--- src/rtl/pmsc_pkg.sv ---
// Shared constants and carrier types for the statistics mode engine
package pmsc_pkg;

	localparam int OBS_COUNT_DEF = 4;
	localparam int VAL_WIDTH_DEF = 16;
	localparam int AVG_SHIFT_DEF = 3;
	localparam logic [15:0] CMD_FEATURE_A = 16'h0042;
	localparam logic [15:0] CMD_FEATURE_B = 16'h0201;
	localparam logic [15:0] CMD_MODE_SET  = 16'h0200;
	localparam logic [15:0] CMD_CLEAR     = 16'h0202;
	localparam logic [15:0] CMD_READ      = 16'h0203;
	localparam logic [15:0] FEATURE_MAP   = 16'h0007;
	localparam logic [7:0]  MON_CLEAR_PAGE = 8'h2F;
	localparam logic        MODE_RST_VAL  = 1'b0;

	typedef enum logic {
		PMSC_INDEP  = 1'b0,
		PMSC_LINKED = 1'b1
	} pmsc_mode_e;

	typedef struct packed {
		logic        valid;
		logic [15:0] opcode;
		logic [7:0]  arg;
	} pmsc_cmd_s;

	typedef struct packed {
		logic [15:0] min;
		logic [15:0] avg;
		logic [15:0] max;
		logic [15:0] cur;
	} pmsc_stat_s;

endpackage

--- src/rtl/pmsc_engine.sv ---
// Statistics engine with independent and linked collection modes
//------------------------------------------------------------
// Summary of operation
//------------------------------------------------------------
`timescale 1ns/10ps
`default_nettype none
module pmsc_engine import pmsc_pkg::*; #(
	parameter int N  = OBS_COUNT_DEF,
	parameter int W  = VAL_WIDTH_DEF,
	parameter int SH = AVG_SHIFT_DEF
) (
	// Clock and reset
	input  wire logic               clock,
	input  wire logic               rst,
	input  wire logic               restart,
	// Observable samples
	input  wire logic               sample_valid,
	input  wire logic [N*16-1:0]    sample,
	// Command channel
	input  wire pmsc_cmd_s          cmd,
	output var  logic               rsp_valid,
	output var  logic [15:0]        rsp_feature,
	output var  pmsc_stat_s [N-1:0] rsp_stats,
	output var  logic               rsp_alarm,
	// Monitor page path
	input  wire logic               mon_wr,
	input  wire logic [7:0]         mon_page,
	output var  pmsc_stat_s [N-1:0] mon_stats,
	output var  logic               mode
);

	//------------------------------------------------------------
	// Statistics update
	//------------------------------------------------------------
	function automatic pmsc_stat_s upd(input pmsc_stat_s s, input logic [15:0] v, input logic fresh);
		pmsc_stat_s r;
		r = s;
		r.cur = v;
		if (fresh) begin
			r.min = v;
			r.max = v;
			r.avg = v;
		end else begin
			if (v < s.min) r.min = v;
			if (v > s.max) r.max = v;
			// Exponential average; trades accuracy for no divider
			r.avg = 16'(s.avg - (s.avg >> SH) + (v >> SH));
		end
		return r;
	endfunction

	pmsc_stat_s [N-1:0] set_c, set_m, next_set_c, next_set_m;
	logic [N-1:0]       empty_c, empty_m, next_empty_c, next_empty_m;
	logic               next_mode;
	logic               next_rsp_valid;
	logic [15:0]        next_rsp_feature;
	pmsc_stat_s [N-1:0] next_rsp_stats, next_mon_stats;
	logic               clr_cmd, clr_mon, mode_chg;

	assign clr_cmd  = cmd.valid && cmd.opcode == CMD_CLEAR;
	assign clr_mon  = mon_wr && mon_page == MON_CLEAR_PAGE;
	assign mode_chg = cmd.valid && cmd.opcode == CMD_MODE_SET && cmd.arg[0] != mode;

	always_comb begin
		next_mode = mode;
		if (cmd.valid && cmd.opcode == CMD_MODE_SET)
			next_mode = cmd.arg[0];
		if (restart)
			next_mode = PMSC_INDEP;
	end

	always_comb begin
		logic clear_c;
		logic clear_m;
		logic all_clr;
		all_clr = mode_chg || (restart && mode != PMSC_INDEP);
		clear_c = all_clr || clr_cmd || (mode == PMSC_LINKED && clr_mon);
		clear_m = all_clr || clr_mon || (mode == PMSC_LINKED && clr_cmd);
		next_set_c = set_c;
		next_set_m = set_m;
		next_empty_c = empty_c;
		next_empty_m = empty_m;
		for (int i = 0; i < N; i++) begin
			if (sample_valid) begin
				next_set_c[i] = upd(set_c[i], sample[i*16 +: 16], empty_c[i]);
				next_set_m[i] = upd(set_m[i], sample[i*16 +: 16], empty_m[i]);
				next_empty_c[i] = 1'b0;
				next_empty_m[i] = 1'b0;
			end
			// A clear restarts the interval; the sample in that cycle is dropped
			if (clear_c) next_empty_c[i] = 1'b1;
			if (clear_m) next_empty_m[i] = 1'b1;
			if (clear_c) next_set_c[i] = '0;
			if (clear_m) next_set_m[i] = '0;
			if (mode == PMSC_LINKED && !all_clr) next_set_m[i] = next_set_c[i];
			if (mode == PMSC_LINKED && !all_clr) next_empty_m[i] = next_empty_c[i];
		end
	end

	always_comb begin
		next_rsp_valid = 1'b0;
		next_rsp_feature = rsp_feature;
		next_rsp_stats = rsp_stats;
		next_mon_stats = set_m;
		if (cmd.valid) begin
			next_rsp_valid = 1'b1;
			if (cmd.opcode == CMD_FEATURE_A || cmd.opcode == CMD_FEATURE_B)
				next_rsp_feature = FEATURE_MAP;
			if (cmd.opcode == CMD_READ)
				next_rsp_stats = set_c;
		end
	end

	always_ff @(posedge clock) begin
		if (rst) begin
			mode        <= MODE_RST_VAL;
			set_c       <= '0;
			set_m       <= '0;
			empty_c     <= '1;
			empty_m     <= '1;
			rsp_valid   <= 1'b0;
			rsp_feature <= '0;
			rsp_stats   <= '0;
			mon_stats   <= '0;
			rsp_alarm   <= 1'b0;
		end else begin
			mode        <= next_mode;
			set_c       <= next_set_c;
			set_m       <= next_set_m;
			empty_c     <= next_empty_c;
			empty_m     <= next_empty_m;
			rsp_valid   <= next_rsp_valid;
			rsp_feature <= next_rsp_feature;
			rsp_stats   <= next_rsp_stats;
			mon_stats   <= next_mon_stats;
			rsp_alarm   <= 1'b0;
		end
	end
endmodule
`default_nettype wire

--- config.mk ---
export PLATFORM = sky130hd
export DESIGN_NAME = pmsc_engine
export DESIGN_NICKNAME = d
export VERILOG_FILES = /design/src/rtl/pmsc_pkg.sv /design/src/rtl/pmsc_engine.sv
export SDC_FILE = /design/constraint.sdc
export NUM_CORES = 2
export LEC_CHECK = 0
export BUFFER_PORTS_ARGS = -buffer_cell sky130_fd_sc_hd__buf_2
export CORE_MARGIN = 4
export CORE_UTILIZATION = 55
export CTS_CLUSTER_DIAMETER = 150
export DETAILED_ROUTE_END_ITERATION = 10
export MAX_ROUTING_LAYER = met4
export PLACE_DENSITY = 0.76
export SYNTH_ARGS = -nofsm -noshare
export SYNTH_HDL_FRONTEND = slang
export SYNTH_SLANG_ARGS = --single-unit
--- constraint.sdc ---
create_clock -name clock -period 4.5 [get_ports clock]
set_clock_uncertainty 0.15 [all_clocks]
set_input_delay 0.675 -clock clock [delete_from_list [all_inputs] [get_ports clock]]
set_output_delay 0.675 -clock clock [all_outputs]
set_load 0.02 [all_outputs]
### Yosys cells after proc, flatten, opt, wreduce, memory -nomap -nowiden

Index checks and enable logic that the tools add are counted.

* add/sub/neg operators: 16
* magnitude comparators: 16
* multiplexer cells: 59
* eq/ne operators: 7
* reduce and logical (&&, ||, !) cells: 35

Operators by type and width (number)
* $mux W64: 20
* $mux W48: 8
* $mux W16: 16
* $add A16 B13 Y16: 8
* $gt A16 B16 Y1: 8
* $lt A16 B16 Y1: 8
* $sub A16 B13 Y16: 8
* $eq A16 B10 Y1 const B: 4
* $reduce_bool A4 Y1: 8
* $reduce_and A2 Y1: 10
* $eq A16 B7 Y1 const B: 1
* $mux W1: 15
* $eq A8 B6 Y1 const B: 1
* $logic_and A1 B1 Y1: 8
* $logic_or A1 B1 Y1: 6
* $reduce_bool A3 Y1: 1
* $reduce_or A2 Y1: 1
* $logic_not A1 Y1: 1
* $ne A1 B1 Y1: 1

* register bits: 1035
* bits of input ports: 102
* logic and storage cells: 202
* output and inout port bits: 531

### Depth between registers and ports, before layout

* depth after elaboration: 8
* depth in mapped cells: 15
* gate-level depth less buffers: 15

### Least setup slack after synthesis

OpenSTA, ideal clock, no wires.

* path type: input to register
* start point: input port sample[36]
* end point: register set_c[175] (netlist name)
* library setup time: 122 ps
* path slack: 409 ps
* cell stages on the path: 14
* arrival: 3819 ps
* path buffers: 1
* cells stage by stage: clkbuf_1 > inv_1 > fa_1 > inv_1 > ha_1 > a211oi_1 > o21a_1 > nor3_2 > a221oi_4 > o21ai_2 > a21oi_2 > xnor2_1 > mux2_4 > a311o_1

* cells in the longest elaborated chain, start to end: 4

RTL lines
* from (decl): RTL line pmsc_engine.sv:18 `input wire logic [N*16-1:0] sample,`
* $add A16 B13 Y16: RTL line pmsc_engine.sv:47 `r.avg = 16'(s.avg - (s.avg >> SH) + (v >> SH));`
* $mux W48: RTL line pmsc_engine.sv:39 `if (fresh) begin`
* $mux W64: RTL line pmsc_engine.sv:84 `if (sample_valid) begin`
* $mux W64: RTL line pmsc_engine.sv:93 `if (clear_c) next_set_c[i] = '0;`
* to (signal assigned): RTL line pmsc_engine.sv:128 `set_c <= next_set_c;`
* to (decl): RTL line pmsc_engine.sv:52 `pmsc_stat_s [N-1:0] set_c, set_m, next_set_c, next_set_m;`

Every way passes these cells.
A chain may end at the register's enable or synchronous reset.

### Worst setup path in the final report

* start point: register set_m (netlist bit next_mon_stats[100])
* end point: register set_m (netlist bit next_mon_stats[110])

* cells in the longest elaborated chain, start to end: 6

RTL lines
* from (decl): RTL line pmsc_engine.sv:52
* from (signal assigned): RTL line pmsc_engine.sv:129 `set_m <= next_set_m;`
* $sub A16 B13 Y16: RTL line pmsc_engine.sv:47
* $add A16 B13 Y16: RTL line pmsc_engine.sv:47
* $mux W48: RTL line pmsc_engine.sv:39
* $mux W64: RTL line pmsc_engine.sv:84
* $mux W64: RTL line pmsc_engine.sv:94 `if (clear_m) next_set_m[i] = '0;`
* $mux W64: RTL line pmsc_engine.sv:95 `if (mode == PMSC_LINKED && !all_clr) next_set_m[i] = next_set_c[i];`

Every way passes these cells. The select of a mux whose other input is x is not followed.

==> qor.yml <==
start_util_pct: 55.7
hold_class: "in2reg"
met3_usage_pct: 5.86
grt.busiest_layer: "met2"
swShare_pct: 31.2
wl_um: 171000
dp.cells: 7934
die_area_um2: 100000
reg2reg_depth: 13
grt_max_degree: 153
grt_overflow: 0
syn_inst: 6330
drive_gt1_share_pct: 14.6
vias: 47500
ios: 633
cts-resized-gates: 0
setup_tns_ns: 0
switching_power_uw: 8170
tightest_slew_ns: 1.31
yosysWarningCount: 0
gp_congestion: 0.949
synth_ff_type: "dfxtp_1"
fp.dieW_um: 316
synth_enable_flop_cells: 0
detailed_place_hpwl_um: 120000
power.share.combinational_pct: 24.8
worstPathArrival_ns: 4.29
core_area_um2: 93900
cp_max_fo: 3
use_met2_pct: 53.9
grt_pass1_vias: 45200
syn_avg_cell_area_um2: 8.26
synth.area.mux_share_pct: 2.53
cts-htree-levels: 3
period_share_pct: 86.4
wire_per_inst_um: 21.0
pwr-share-seq_pct: 38.8
synthSimpleGateAreaFrac_pct: 15.9
max_freq_mhz: 257
synth_top_family_by_area: "compound AO/OA/AOI/OAI gates"
rsz0062_at_grt: "false"
detail-route-antenna-nets: 0
crit_buf_inv: 2
cts_made_buffers: 108
internal_power_uw: 18000
tritoncts: "yes"
ys_seq_elements: 1035
p_per_area_nw_per_um2: 433
final_cells: 8137
clk_pin_slew_ns: 0.06
cpMaxStageDelayCell: "a221oi_1"
clock_latency_ns: 0.71
synthAdderAreaFrac_pct: 13.0
async_flop_share_pct: 0
final_core_util_pct: 64.2
numPortBuffers: 611
nFillCells: 7969
crit_path_end_kind: "flop"
die_h_um: 316
cpLargestDelayFamily: "compound AO/OA/AOI/OAI gates"
final-max-slew-violation-count: 0
path_cells: "inv_1 > fa_1 > inv_1 > ha_1 > o21ai_0 > o21ai_0 > nor2b_1 > o221ai_1 > a221oi_1 > nand3_1 > and4b_1 > a2111oi_0 > o22ai_1"
synthesis.area_um2: 52300
met1_usage_pct: 42.0
min_path_cells: 2
holdPathEnd: "mode$_SDFFE_PP0P_"
clock_sinks: 1035
slew_headroom_pct: 12.1
leakagePower_uw: 0.0276
slowest_delay_ns: 0.51
synth-seq-area-share_pct: 39.6
drtIter0Drc: 4471
rrSetupSlack_ns: 0.61
ctsHoldBuffers: 0
cap_violations: 0
r2r_end: "next_mon_stats[110]$_SDFFE_PP0P_"
clockPowerShare_pct: 36.4
start_kind: "flop"
worstPathRequired_ns: 4.91
timing.rr.start: "next_mon_stats[100]$_SDFFE_PP0P_"
grtUsageTotal_pct: 33.7
num_rows: 112
status: "completed"
synth_compound_area_share_pct: 19.0
post-route-min-period_ns: 3.89
hold_viol: 0
holdCritStartpoint: "restart"
final_nets: 7372
finalSetupViolCount: 0
grt_pass1_wl_um: 258000
cts_buffer_depth: 3
antenna_found_initial: 9
viasPerCell: 5.84
area_delta_synth_final_pct: 15.3
ir_drop_mv: 0.370
drcViolationCount: 0
cts-root-buf: "clkbuf_16"
firstDrtPassIters: 9
synthXorXnorAreaFrac_pct: 1.36
synthDistinctLibCells: 92
post_cts.repair.setup_buffers: 0
path_class: "reg2reg"
[worst max-delay path by stage]
stage                                          start                                to  slack, ns  cells after the start
detailed placement                        sample[22]  next_mon_stats[110]$_SDFFE_PP0P_       0.13                     14
floorplan                                 sample[36]             set_c[175]$_SDFF_PP0_       0.41                     14
finish              next_mon_stats[100]$_SDFFE_PP0P_  next_mon_stats[110]$_SDFFE_PP0P_       0.61                     13
global placement                          sample[36]             set_c[175]$_SDFF_PP0_       0.24                     14
CTS                 next_mon_stats[100]$_SDFFE_PP0P_  next_mon_stats[110]$_SDFFE_PP0P_       0.57                     13
global route        next_mon_stats[100]$_SDFFE_PP0P_  next_mon_stats[110]$_SDFFE_PP0P_       0.36                     13
[Yosys cell counts (all sizes together), types with 76 or more instances]
cell    instances  area [µm²]
fa            104        2080
buf           137         708
ha            376        4700
nor2          655        2470
a21oi         591        2970
a211oi         80         611
nor2b         122         763
clkbuf        273        1020
mux2i         126        1260
o21ai         210        1050
a21o           98         738
nand2b         86         538
nor3           76         412
inv           735        2760
a22oi         148        1110
dfxtp        1035       20700
nand2         767        2880
[power by group through the flow]
stage	Sequential [µW]	Clock (µW)	Combinational, µW
after global placement	10300	0	6170
after floorplan	10400	0	4610
after detailed placement	10300	0	6340
after CTS	10100	9590	6390
final	10100	9510	6480
after global routing	10200	9950	7200
[state kept, by name, indices dropped and copies added (netlist names)]
signal / flops
set_c: 256
empty_m: 4
rsp_feature: 1
mode: 1
mon_stats: 256
empty_c: 4
rsp_stats: 256
rsp_valid: 1
next_mon_stats: 256
[worst register-to-register path, stage by stage, from the launching register on]
cell	delay [ns]
dfxtp_1	0.41
inv_1	0.11
fa_1	0.51
inv_1	0.04
ha_1	0.31
o21ai_0	0.11
o21ai_0	0.20
nor2b_1	0.23
o221ai_1	0.23
a221oi_1	0.51
nand3_1	0.16
and4b_1	0.22
a2111oi_0	0.41
o22ai_1	0.15
[through the flow]
stage | instance area (µm²) | hold WS (ns) | power, µW | setup slack [ns]
3_5_place_dp | 56500 | 0.294 | 16700 | 0.128
6_report | 60300 | 0.0464 | 26100 | 0.613
4_1_cts | 60300 | 0.00624 | 26100 | 0.573
5_1_grt | 60300 | 0.0168 | 27300 | 0.364
3_3_place_gp | 56500 | 0.289 | 16500 | 0.243
2_1_floorplan | 52400 | 0.281 | 15000 | 0.409
[area by class of cell]
type	count	area, µm²	share of cell area, %
multi-input combinational	4163	27200	45.2
sequential	1035	20700	34.4
timing repair buffer	747	4220	7.00
clock buffer	142	3070	5.10
inverter	735	2760	4.58
tap	1254	1570	2.60
clock inverter	54	708	1.17
antenna	7	17.5	0.0290
[cells in the final DEF, fill, tap and decap left out, drive strengths merged, types with 18 or more instances in the layout]
master,synthesis,final
dfxtp,1035,1035
nand2,767,767
buf,137,747
inv,735,744
nor2,655,655
a21oi,591,591
ha,376,376
o21ai,210,210
a22oi,148,148
clkbuf,273,142
mux2i,126,126
nor2b,122,122
fa,104,104
a21o,98,98
nand2b,86,86
a211oi,80,80
nor3,76,76
nand3,74,74
a31oi,55,55
xnor2,48,48
o211ai,46,46
nand4,44,44
o21a,40,40
a311oi,35,35
xor2,33,33
o22ai,27,27
a2bb2oi,23,23
a2111oi,20,20
clkinv,0,20
o22a,19,19
o221ai,18,18
[kinds of logic after synthesis]
group           after synthesis
compound gates             1549
xor+xnor                     81
fa+ha+maj                   480
buf+inv                    1145
flops                      1035
mux                         131
other cells                   1
simple gates               1908
[layer usage]
layer,vias up,share of wire [%]
met5,-,0
met4,0,5.0
met3,523,8.0
met2,2239,47
met1,22600,40
li1,22200,-
(Power assumes the default switching activity.)
